## config.mk

```make
export PLATFORM = sky130hd
export DESIGN_NAME = apc_config_reg
export DESIGN_NICKNAME = d
export VERILOG_FILES = /design/src/apc_pkg.sv /design/src/apc_config_reg.sv /design/src/apc_path_decode.sv
export SDC_FILE = /design/constraint.sdc
export NUM_CORES = 1
export LEC_CHECK = 0
export BUFFER_PORTS_ARGS = -buffer_cell sky130_fd_sc_hd__buf_2
export CORE_ASPECT_RATIO = 0.7
export CORE_MARGIN = 10
export CORE_UTILIZATION = 35
export CTS_CLUSTER_SIZE = 30
export DETAILED_ROUTE_END_ITERATION = 8
export SYNTH_ARGS = -nofsm -noshare
export SYNTH_HDL_FRONTEND = slang
export SYNTH_SLANG_ARGS = --single-unit
```

## constraint.sdc

```tcl
create_clock -name clk -period 2.5 [get_ports clk]
set_input_delay 0.75 -clock clk [delete_from_list [all_inputs] [get_ports clk]]
set_output_delay 0.75 -clock clk [all_outputs]
set_load 0.01 [all_outputs]
```

## src/apc_pkg.sv

```systemverilog
package apc_pkg;

    localparam int APC_W = 12;
    localparam logic [11:0] APC_FACTORY_DEFAULT = 12'h0440;

    // Field positions
    localparam int VOL_LSB = 0;
    localparam int VOL_W = 3;
    localparam int BIT_MONITOR = 3;
    localparam int BIT_MIX = 4;
    localparam int BIT_EDIT_DIS = 5;
    localparam int BIT_SER_FT_OFF = 6;
    localparam int BIT_OUT_TYPE = 7;
    localparam int BIT_SPK_DIS = 8;
    localparam int BIT_AOUT_OFF = 9;
    localparam int BIT_LVA_OFF = 10;
    localparam int BIT_EOM_STOP = 11;

    // Operation codes
    typedef enum logic [1:0] {
        APC_OP_IDLE = 2'b00,
        APC_OP_REC = 2'b01,
        APC_OP_PLAY = 2'b10
    } apc_op_t;

    // Serial-mode tracker states, one-hot
    typedef enum logic [1:0] {
        APC_ST_STANDALONE = 2'b01,
        APC_ST_SERIAL = 2'b10
    } apc_mode_t;

endpackage

```

## src/apc_config_reg.sv

```systemverilog
`timescale 1ns/1ps
`default_nettype none
module apc_config_reg
    import apc_pkg::*;
(
    input wire logic clk,
    input wire logic resetn,
    input wire logic reset_func,
    input wire logic feedthrough_pin_n,
    input wire logic serial_powerup_cmd,
    input wire logic powerdown_cmd,
    input wire logic load_cmd,
    input wire logic [11:0] load_data,
    input wire logic store_cmd,
    input wire logic [1:0] op,
    input wire logic ranged_play_cmd,
    output logic [11:0] analog_path_config,
    output logic [11:0] nonvol_config_bits,
    output logic serial_mode,
    output logic [2:0] volume_step,
    output logic effect_edit_enable,
    output logic current_out_en,
    output logic aux_out_en,
    output logic speaker_driver_en,
    output logic analog_out_power_on,
    output logic low_voltage_alert_en,
    output logic end_marker_stop,
    output logic ranged_stop_at_marker,
    output logic rec_from_mic,
    output logic rec_from_aux,
    output logic ft_mic_to_out,
    output logic ft_aux_to_out,
    output logic play_stored,
    output logic play_aux_mix
);
    // ------------------------------------------------------------------
    // Pin synchroniser
    // ------------------------------------------------------------------
    logic ft_meta_q;
    logic ft_sync_q;
    logic ft_meta_d;
    logic ft_sync_d;

    always_comb begin
        ft_meta_d = feedthrough_pin_n;
        ft_sync_d = ft_meta_q;
    end

    always_ff @(posedge clk or negedge resetn) begin
        if (!resetn) begin
            ft_meta_q <= 1'b1;
            ft_sync_q <= 1'b1;
        end else begin
            ft_meta_q <= ft_meta_d;
            ft_sync_q <= ft_sync_d;
        end
    end

    // ------------------------------------------------------------------
    // Nonvolatile bits and working register
    // ------------------------------------------------------------------
    logic [11:0] nv_q;
    logic [11:0] nv_d;
    logic [11:0] apc_q;
    logic [11:0] apc_d;
    logic reload_q;
    logic reload_d;

    always_comb begin
        nv_d = nv_q;
        if (store_cmd) begin
            nv_d = apc_q;
        end
        // Reload one cycle after reset release, so the register takes the stored bits
        reload_d = 1'b0;
        apc_d = apc_q;
        if (reload_q || reset_func) begin
            apc_d = nv_q;
        end else if (load_cmd) begin
            apc_d = load_data;
        end
    end

    always_ff @(posedge clk or negedge resetn) begin
        if (!resetn) begin
            nv_q <= APC_FACTORY_DEFAULT;
            apc_q <= APC_FACTORY_DEFAULT;
            reload_q <= 1'b1;
        end else begin
            nv_q <= nv_d;
            apc_q <= apc_d;
            reload_q <= reload_d;
        end
    end

    // ------------------------------------------------------------------
    // Serial mode tracker
    // ------------------------------------------------------------------
    apc_mode_t mode_q;
    apc_mode_t mode_d;

    always_comb begin
        mode_d = mode_q;
        unique case (mode_q)
            APC_ST_STANDALONE: begin
                if (serial_powerup_cmd) begin
                    mode_d = APC_ST_SERIAL;
                end
            end
            APC_ST_SERIAL: begin
                if (powerdown_cmd) begin
                    mode_d = APC_ST_STANDALONE;
                end
            end
            default: begin
                mode_d = APC_ST_STANDALONE;
            end
        endcase
    end

    always_ff @(posedge clk or negedge resetn) begin
        if (!resetn) begin
            mode_q <= APC_ST_STANDALONE;
        end else begin
            mode_q <= mode_d;
        end
    end

    // ------------------------------------------------------------------
    // Field decode
    // ------------------------------------------------------------------
    logic ft_ctrl;
    logic ft_ctrl_on;

    always_comb begin
        // Control value 0 means feed-through on, for both pin and bit 6
        ft_ctrl = (mode_q == APC_ST_SERIAL) ? apc_q[BIT_SER_FT_OFF] : ft_sync_q;
        ft_ctrl_on = !ft_ctrl;
    end

    assign analog_path_config = apc_q;
    assign nonvol_config_bits = nv_q;
    assign serial_mode = (mode_q == APC_ST_SERIAL);
    assign volume_step = apc_q[VOL_LSB +: VOL_W];
    assign effect_edit_enable = !apc_q[BIT_EDIT_DIS] && (mode_q == APC_ST_STANDALONE);
    assign current_out_en = !apc_q[BIT_AOUT_OFF] && !apc_q[BIT_OUT_TYPE];
    assign aux_out_en = !apc_q[BIT_AOUT_OFF] && apc_q[BIT_OUT_TYPE];
    assign speaker_driver_en = !apc_q[BIT_SPK_DIS];
    assign analog_out_power_on = !apc_q[BIT_AOUT_OFF];
    assign low_voltage_alert_en = !apc_q[BIT_LVA_OFF];
    assign end_marker_stop = apc_q[BIT_EOM_STOP];
    assign ranged_stop_at_marker = ranged_play_cmd && apc_q[BIT_EOM_STOP];

    apc_path_decode u_decode (
        .monitor_en(apc_q[BIT_MONITOR]),
        .mix_en(apc_q[BIT_MIX]),
        .ft_on(ft_ctrl_on),
        .op(op),
        .rec_from_mic(rec_from_mic),
        .rec_from_aux(rec_from_aux),
        .ft_mic_to_out(ft_mic_to_out),
        .ft_aux_to_out(ft_aux_to_out),
        .play_stored(play_stored),
        .play_aux_mix(play_aux_mix)
    );

    // ------------------------------------------------------------------
    // Assertions
    // ------------------------------------------------------------------
    a_reset_default: assert property (@(posedge clk)
        $rose(resetn) |-> apc_q == APC_FACTORY_DEFAULT)
        else $error("register not at default after reset");
    a_nv_default: assert property (@(posedge clk)
        $rose(resetn) |-> nv_q == APC_FACTORY_DEFAULT)
        else $error("stored bits not at default after reset");
    a_reload_start: assert property (@(posedge clk) disable iff (!resetn)
        reload_q |=> apc_q == $past(nv_q))
        else $error("register not reloaded after reset");
    a_reload_once: assert property (@(posedge clk) disable iff (!resetn)
        reload_q |=> !reload_q)
        else $error("post-reset reload repeated");
    a_func_reload: assert property (@(posedge clk) disable iff (!resetn)
        reset_func |=> apc_q == $past(nv_q))
        else $error("reset function did not reload");
    a_load_takes: assert property (@(posedge clk) disable iff (!resetn)
        load_cmd && !reset_func && !reload_q |=> apc_q == $past(load_data))
        else $error("load not taken");
    a_load_refused: assert property (@(posedge clk) disable iff (!resetn)
        load_cmd && (reset_func || reload_q) |=> apc_q == $past(nv_q))
        else $error("load not overridden by reload");
    a_reg_holds: assert property (@(posedge clk) disable iff (!resetn)
        !load_cmd && !reset_func && !reload_q |=> apc_q == $past(apc_q))
        else $error("register changed without command");
    a_store_copies: assert property (@(posedge clk) disable iff (!resetn)
        store_cmd |=> nv_q == $past(apc_q))
        else $error("store did not copy");
    a_nv_holds: assert property (@(posedge clk) disable iff (!resetn)
        !store_cmd |=> nv_q == $past(nv_q))
        else $error("stored bits changed without store");

    a_serial_enter: assert property (@(posedge clk) disable iff (!resetn)
        !serial_mode && serial_powerup_cmd |=> serial_mode)
        else $error("serial mode not entered");
    a_serial_uses_bit: assert property (@(posedge clk) disable iff (!resetn)
        serial_mode |-> ft_ctrl_on == !apc_q[BIT_SER_FT_OFF])
        else $error("serial mode not using bit 6");
    a_pin_regains: assert property (@(posedge clk) disable iff (!resetn)
        serial_mode && powerdown_cmd |=> !serial_mode ##0 ft_ctrl == ft_sync_q)
        else $error("pin did not regain control");
    a_pin_standalone: assert property (@(posedge clk) disable iff (!resetn)
        !serial_mode |-> ft_ctrl == ft_sync_q)
        else $error("standalone control not from pin");
    a_pin_sync: assert property (@(posedge clk) disable iff (!resetn)
        ft_sync_q == $past(ft_meta_q))
        else $error("pin synchroniser skipped a stage");

    a_volume_field: assert property (@(posedge clk) disable iff (!resetn)
        volume_step == apc_q[VOL_LSB +: VOL_W])
        else $error("volume step wrong");
    a_edit_serial: assert property (@(posedge clk) disable iff (!resetn)
        serial_mode |-> !effect_edit_enable)
        else $error("effect editing enabled in serial mode");
    a_edit_standalone: assert property (@(posedge clk) disable iff (!resetn)
        !serial_mode |-> effect_edit_enable == !apc_q[BIT_EDIT_DIS])
        else $error("effect editing enable wrong");
    a_out_select: assert property (@(posedge clk) disable iff (!resetn)
        analog_out_power_on |-> aux_out_en == apc_q[BIT_OUT_TYPE] && current_out_en != aux_out_en)
        else $error("output type select wrong");
    a_out_power: assert property (@(posedge clk) disable iff (!resetn)
        !analog_out_power_on |-> !current_out_en && !aux_out_en)
        else $error("output enabled while powered down");
    a_power_field: assert property (@(posedge clk) disable iff (!resetn)
        analog_out_power_on != apc_q[BIT_AOUT_OFF])
        else $error("analog output power wrong");
    a_speaker_gate: assert property (@(posedge clk) disable iff (!resetn)
        speaker_driver_en != apc_q[BIT_SPK_DIS])
        else $error("speaker gate wrong");
    a_alert_gate: assert property (@(posedge clk) disable iff (!resetn)
        low_voltage_alert_en != apc_q[BIT_LVA_OFF])
        else $error("low-voltage alert gate wrong");
    a_marker_stop: assert property (@(posedge clk) disable iff (!resetn)
        ranged_stop_at_marker == (ranged_play_cmd && end_marker_stop))
        else $error("ranged stop at marker wrong");
    a_marker_field: assert property (@(posedge clk) disable iff (!resetn)
        end_marker_stop == apc_q[BIT_EOM_STOP])
        else $error("marker stop bit wrong");

    a_play_mix: assert property (@(posedge clk) disable iff (!resetn)
        op == APC_OP_PLAY |-> play_aux_mix == ft_ctrl_on && play_stored)
        else $error("playback mix wrong");
    a_play_only: assert property (@(posedge clk) disable iff (!resetn)
        op != APC_OP_PLAY |-> !play_stored && !play_aux_mix)
        else $error("playback path outside playback");
    a_rec_only: assert property (@(posedge clk) disable iff (!resetn)
        op != APC_OP_REC |-> !rec_from_mic && !rec_from_aux)
        else $error("record path outside recording");
    a_rec_source: assert property (@(posedge clk) disable iff (!resetn)
        op == APC_OP_REC && !apc_q[4] |-> rec_from_mic == ft_ctrl && rec_from_aux == !ft_ctrl)
        else $error("record source wrong");
    a_rec_mix: assert property (@(posedge clk) disable iff (!resetn)
        op == APC_OP_REC && apc_q[BIT_MIX] && ft_ctrl_on |-> rec_from_mic && rec_from_aux)
        else $error("record mix wrong");
    a_rec_mic_only: assert property (@(posedge clk) disable iff (!resetn)
        op == APC_OP_REC && !ft_ctrl_on |-> rec_from_mic && !rec_from_aux)
        else $error("record not from microphone only");
    a_monitor_off: assert property (@(posedge clk) disable iff (!resetn)
        op == APC_OP_REC && !apc_q[3] |-> !ft_mic_to_out && !ft_aux_to_out)
        else $error("monitor active while disabled");
    a_monitor_on: assert property (@(posedge clk) disable iff (!resetn)
        op == APC_OP_REC && apc_q[3] |-> ft_aux_to_out == ft_ctrl_on && ft_mic_to_out == rec_from_mic)
        else $error("monitor does not pass record source");
    a_idle_ft: assert property (@(posedge clk) disable iff (!resetn)
        op == APC_OP_IDLE |-> ft_aux_to_out == ft_ctrl_on && ft_mic_to_out == (ft_ctrl_on && apc_q[4]))
        else $error("idle feed-through wrong");

    c_store: cover property (@(posedge clk) disable iff (!resetn) store_cmd);
    c_serial: cover property (@(posedge clk) disable iff (!resetn) $rose(serial_mode));
    c_mix_rec: cover property (@(posedge clk) disable iff (!resetn) rec_from_mic && rec_from_aux);
    c_reload: cover property (@(posedge clk) disable iff (!resetn) reset_func);
    c_play_mix: cover property (@(posedge clk) disable iff (!resetn) play_aux_mix);

endmodule
`default_nettype wire

```

## src/apc_path_decode.sv

```systemverilog
`timescale 1ns/1ps
`default_nettype none
module apc_path_decode
    import apc_pkg::*;
(
    input wire logic monitor_en,
    input wire logic mix_en,
    input wire logic ft_on,
    input wire logic [1:0] op,
    output logic rec_from_mic,
    output logic rec_from_aux,
    output logic ft_mic_to_out,
    output logic ft_aux_to_out,
    output logic play_stored,
    output logic play_aux_mix
);
    // --------------------------------------------------------------
    // Operational path table
    // --------------------------------------------------------------
    logic is_rec;
    logic is_play;
    logic is_idle;
    logic src_mic;
    logic src_aux;

    always_comb begin
        is_rec = (op == APC_OP_REC);
        is_play = (op == APC_OP_PLAY);
        is_idle = (op == APC_OP_IDLE);
        // Source selection from mix bit and feed-through control
        src_aux = ft_on;
        src_mic = !ft_on || mix_en;
        if (ft_on && !mix_en) begin
            src_mic = 1'b0;
        end
        rec_from_mic = is_rec && src_mic;
        rec_from_aux = is_rec && src_aux;
        // Idle feed-through on control 0, record monitor passes the source
        ft_aux_to_out = src_aux && (is_idle || (is_rec && monitor_en));
        ft_mic_to_out = ft_on ? (mix_en && (is_idle || (is_rec && monitor_en)))
                              : (is_rec && monitor_en);
        play_stored = is_play;
        play_aux_mix = is_play && ft_on;
    end

endmodule
`default_nettype wire

```

; ---- Word level (Yosys, flattened, before mapping)
; Index checks and enable logic that the tools add are counted.
[classes]
addsub = 0
mul = 0
n_div = 0
order_cmp = 0
eq_ne = 6
shifts = 0
n_mux = 8
n_bitwise = 0
reduce_logical = 24
[ops]
columns = op, count
row1 = $mux 12, 2
row2 = $logic_and 1x1->1, 11
row3 = $logic_not 1->1, 7
row4 = $eq 2x1->1 const B, 2
row5 = $eq 2x2->1 const B, 2
row6 = $mux 2, 2
row7 = $ne 2x2->1 const B, 2
row8 = $pmux 2 s2, 1
row9 = $logic_or 1x1->1, 3
row10 = $mux 1, 3
row11 = $logic_not 2->1, 1
row12 = $reduce_and 2->1, 1
row13 = $reduce_bool 2->1, 1
[totals]
regBits = 29
latch_bits = 0
mem_bits_rw = 0
mem_bits_ro = 0
in_bits = 23
output_inout_bits = 42
elab_cells = 44
memories = 0

; ---- Longest topological paths before layout
[depth]
ltp_word = 6
ltp_mapped = 5

; ---- By module
; A second synthesis with hierarchy kept.
[hier_totals]
cells_unflattened = 111
area_unflattened_um2 = 1343.8
[by_module_without_submodules]
columns = module, n_inst, cells_per_inst, area_each_um2, seq_area_each_um2
row1 = apc_config_reg, 1, 101, 1266.2, 735.7
row2 = apc_path_decode, 1, 10, 77.6, 0.0

; ---- Worst setup path before layout
; No wires, ideal clock.
[synth_timing]
kind = input to output
startpoint = input op[1]
endpoint = output play_aux_mix
arrival_ns = 1.180
slack_ns = 0.570
stages = 2
n_path_buf = 0
path_cell_list = nor2b_1 and2b_2
[synth_via]
elab_chain_len = 2
[synth_rtl]
columns = item, line_no
row1 = "start, declared", apc_config_reg.sv:15  ; input wire logic [1:0] op,
row2 = $eq 2x2->1, apc_path_decode.sv:28  ; is_play = (op == APC_OP_PLAY);
row3 = $logic_and 1x1->1, apc_path_decode.sv:43  ; play_aux_mix = is_play && ft_on;
row4 = "end, declared", apc_config_reg.sv:34  ; output logic play_aux_mix
; No other way between the ends.

; ---- Final worst setup path
[layout_timing]
startpoint = register mode_q[0]
endpoint = output ft_mic_to_out
[layout_via]
elab_chain_len = 3
[layout_rtl]
columns = item, line_no
row1 = "start, declared", apc_config_reg.sv:99  ; apc_mode_t mode_q;
row2 = "start signal, assigned", apc_config_reg.sv:125  ; mode_q <= mode_d;
row3 = $eq 2x2->1, apc_config_reg.sv:137  ; ft_ctrl = (mode_q == APC_ST_SERIAL) ? apc_q[BIT_SER_FT_OFF] : ft_sync_q;
row4 = $mux 1, apc_config_reg.sv:137
row5 = $mux 1, apc_path_decode.sv:40  ; ft_mic_to_out = ft_on ? (mix_en && (is_idle || (is_rec && monitor_en)))
row6 = "end, declared", apc_config_reg.sv:31  ; output logic ft_mic_to_out,
; No other way between the ends.

==> flow_summary_export.csv <==
group,metric,value,unit
status,status,"complete, no violations",
critical_path,rr_endpoint,"analog_path_config[9]$_DFFE_PN0P_",
synth,mappedNetlistNets,137,
synth,ys_seq_elements,29,
timing,whs,0.356,ns
placed_design,gp_congestion,0.729,
floorplanning,dieArea,0.00673,mm²
min_path,worstHoldStart,"ft_meta_q$_DFF_PN1_",
synth,avgSynthCellArea,11.7,µm²
placed_design,place_area,0.00163,mm²
pwr,power_density,904,mW/mm²
clock_tree,clk_pin_slew_worst_paths,0.06,ns
global_route,busiest_layer,"met2",
critical_path,crit_arrival,1.56,ns
floorplanning,initial_utilization,0.371,
critical_path,startpoint_type,"flip-flop",
floorplanning,die_h,71.7,µm
final_layout,n_antenna_cell,0,
timing,hold_viol,0,
route,num_vias,1009,
final_layout,fin_util,0.475,
final_layout,drive_above_1_share,0.520,
timing,finalMaxSlewViolations,0,
clock_tree,clk_latency,0.27,ns
critical_path,critPathLaunch,"mode_q[0]$_DFFE_PN1P_",
synth,syn_inst,114,
clock_tree,cts_tree,"yes",
final_layout,syn_to_final_growth,28.0,%
critical_path,r2r_slack,1.03,ns
pwr,ir_worst_vdd,0.348,mV
min_path,hold_class,"reg2reg",
pwr,p_leak,0.920,nW
clock_tree,cts.sinks,29,
critical_path,r2r_cells,2,
global_route,grt_overflow,0,
run,maxCapViolCount,0,
clock_tree,root_buffer,"clkbuf_8",
critical_path,required,1.75,ns
global_route,antenna_found_initial,0,
timing,post-route-min-period,2.31,ns
route,wire_per_inst,14.9,µm
floorplanning,core_area,0.00360,mm²
timing,timing.clock.skew,0.00147,ns
timing,worst_pin_slew,0.777,ns
floorplanning,die_w,93.9,µm
global_route,met2_usage,0.181,
synth,synthArstFlopShare,1.00,
clock_tree,clockBufferDepth,2,
critical_path,crit_path_cell_trace,"and3b_1 > a21o_1 > a211oi_2 > buf_2",
final_layout,final_nets,197,
clock_tree,numCtsBuffers,5,
synth,seq_area_frac_synth,0.551,
synth,yosysWarnings,0,
route,first_pass_iters,4,
timing,setup_violations,0,
critical_path,endpoint_kind,"primary output",
timing,tns,0,ns
critical_path,timing.rr.start,"reload_q$_DFF_PN1_",
route,routed_wl,3.36,mm
timing,slew_headroom,0.482,
critical_path,path_class,"reg2out",
min_path,whs_path_depth,0,
synth,ys_types,25,
critical_path,crit_fanout,4,
global_route,grt_max_degree,30,
final_layout,fin_area,0.00171,mm²
route,drtAntennaViolNets,0,
critical_path,slowest_delay,0.54,ns
floorplanning,io_pins,65,
synth,synthFlopType,"dfrtp_1",
placed_design,dp_hpwl,2.63,mm
clock_tree,cts_setup_buffers,0,
route,post_drt_via_cell_ratio,4.48,
route,first_iter_violations,29,
synth,synth_edf_count,0,
route,drc,0,
clock_tree,cts_hold_buf,0,
timing,fmax,0.432,GHz
global_route,track_usage,0.104,
timing,fin_crit_sh,0.925,
pwr,finalPower,1.55,mW
global_route,grt_pass1_vias,1110,
global_route,grt_util_met1,0.113,
clock_tree,ctsResizeCount,0,
critical_path,crit_slowest_cell,"dfstp_2",
synth,syn-cell-area,0.00134,mm²
floorplanning,row_count,18,
global_route,grt_use_met3,0.0354,
clock_tree,htree_levels,2,
timing,rsz0062_at_grt,"no",
global_route,grt_pass1_wl,5.62,mm
min_path,worstHoldEndpoint,"ft_sync_q$_DFF_PN1_",
placed_design,port_buffers,64,
[worst max path at each step]
stage               slack [ns]            end  cells after the start
floorplan                 0.57   play_aux_mix                      2
global placement          0.38  ft_mic_to_out                      5
detailed placement        0.35  ft_mic_to_out                      5
CTS                       0.17  ft_mic_to_out                      4
global route              0.11   play_aux_mix                      4
finish                    0.19  ft_mic_to_out                      4
[cell families (layout without fill, tap and decap cells)]
logic type | count (synthesis) | in the layout | synth area share
buffers and inverters | 17 | 78 | 0.0833
multiplexers | 24 | 24 | 0.191
other | 1 | 1 | 0.00281
AO/OA/AOI/OAI | 17 | 17 | 0.0749
flip-flops | 29 | 29 | 0.551
AND/OR/NAND/NOR | 26 | 26 | 0.0974
[critical path: cells and delay by family, from the launching register on]
kind	cells	cell delay, ns
flip-flops	1	0.54
AO/OA/AOI/OAI	2	0.40
AND/OR/NAND/NOR	1	0.19
buffers and inverters	1	0.16
[per-layer routing]
metal | part of all wire | vias to the layer above
li1 | - | 490
met1 | 0.40 | 486
met2 | 0.52 | 29
met3 | 0.064 | 4
met4 | 0.013 | 0
met5 | 0 | -
[cells in the mapped netlist, types with 2 or more instances]
cell      instances  area share
dfrtp_1          21        0.39
mux2_2           12        0.10
mux2i_1          12       0.090
nand2_1          12       0.034
dfstp_2           8        0.16
o21ai_1           8       0.030
buf_4             6       0.034
inv_1             6       0.017
o21ai_0           5       0.019
nor2_1            4       0.011
buf_6             3       0.025
buf_2             2      0.0075
nand2b_1          2      0.0094
nor2b_1           2      0.0094
[through the flow]
stage / cells / setup WS [ns]
floorplan: 114 / 0.570
global placement: 217 / 0.383
finish: 225 / 0.188
global route: 225 / 0.106
detailed placement: 217 / 0.349
CTS: 225 / 0.172
[registers in the layout, summed over array words and instances (netlist names)]
signal              count
ft_meta_q               1
reload_q                1
ft_sync_q               1
analog_path_config     12
mode_q                  2
nonvol_config_bits     12
[layout by cell type, fill, tap and decap left out]
cell | netlist | routed
clkbuf_1 | 0 | 3
inv_1 | 6 | 6
nor2b_1 | 2 | 2
nor3b_1 | 1 | 1
and2_1 | 1 | 1
a21o_1 | 1 | 1
and2b_2 | 1 | 1
conb_1 | 1 | 1
clkbuf_8 | 0 | 5
nand3b_1 | 1 | 1
buf_2 | 2 | 64
and3b_1 | 1 | 1
o21bai_1 | 1 | 1
nor2_1 | 4 | 4
or2_1 | 1 | 1
nand2b_1 | 2 | 2
o21ai_0 | 5 | 5
o21ai_1 | 8 | 8
dfstp_2 | 8 | 8
a211oi_1 | 1 | 1
dfrtp_1 | 21 | 21
mux2i_1 | 12 | 12
mux2_2 | 12 | 12
nand2_1 | 12 | 12
a211oi_2 | 1 | 1
[cell type report]
type | count | area [µm²]
Multi-Input combinational cell | 68 | 489
Timing Repair Buffer | 64 | 320
Fill cell | 364 | 1890
Clock buffer | 8 | 80.1
Sequential cell | 29 | 736
Tap cell | 50 | 62.6
Inverter | 6 | 22.5
[power by group]
part           internal, mW  switching, mW
combinational         0.229          0.254
clock                 0.197          0.153
sequential            0.610          0.104
total                  1.04          0.511
(Power assumes the default switching activity.)
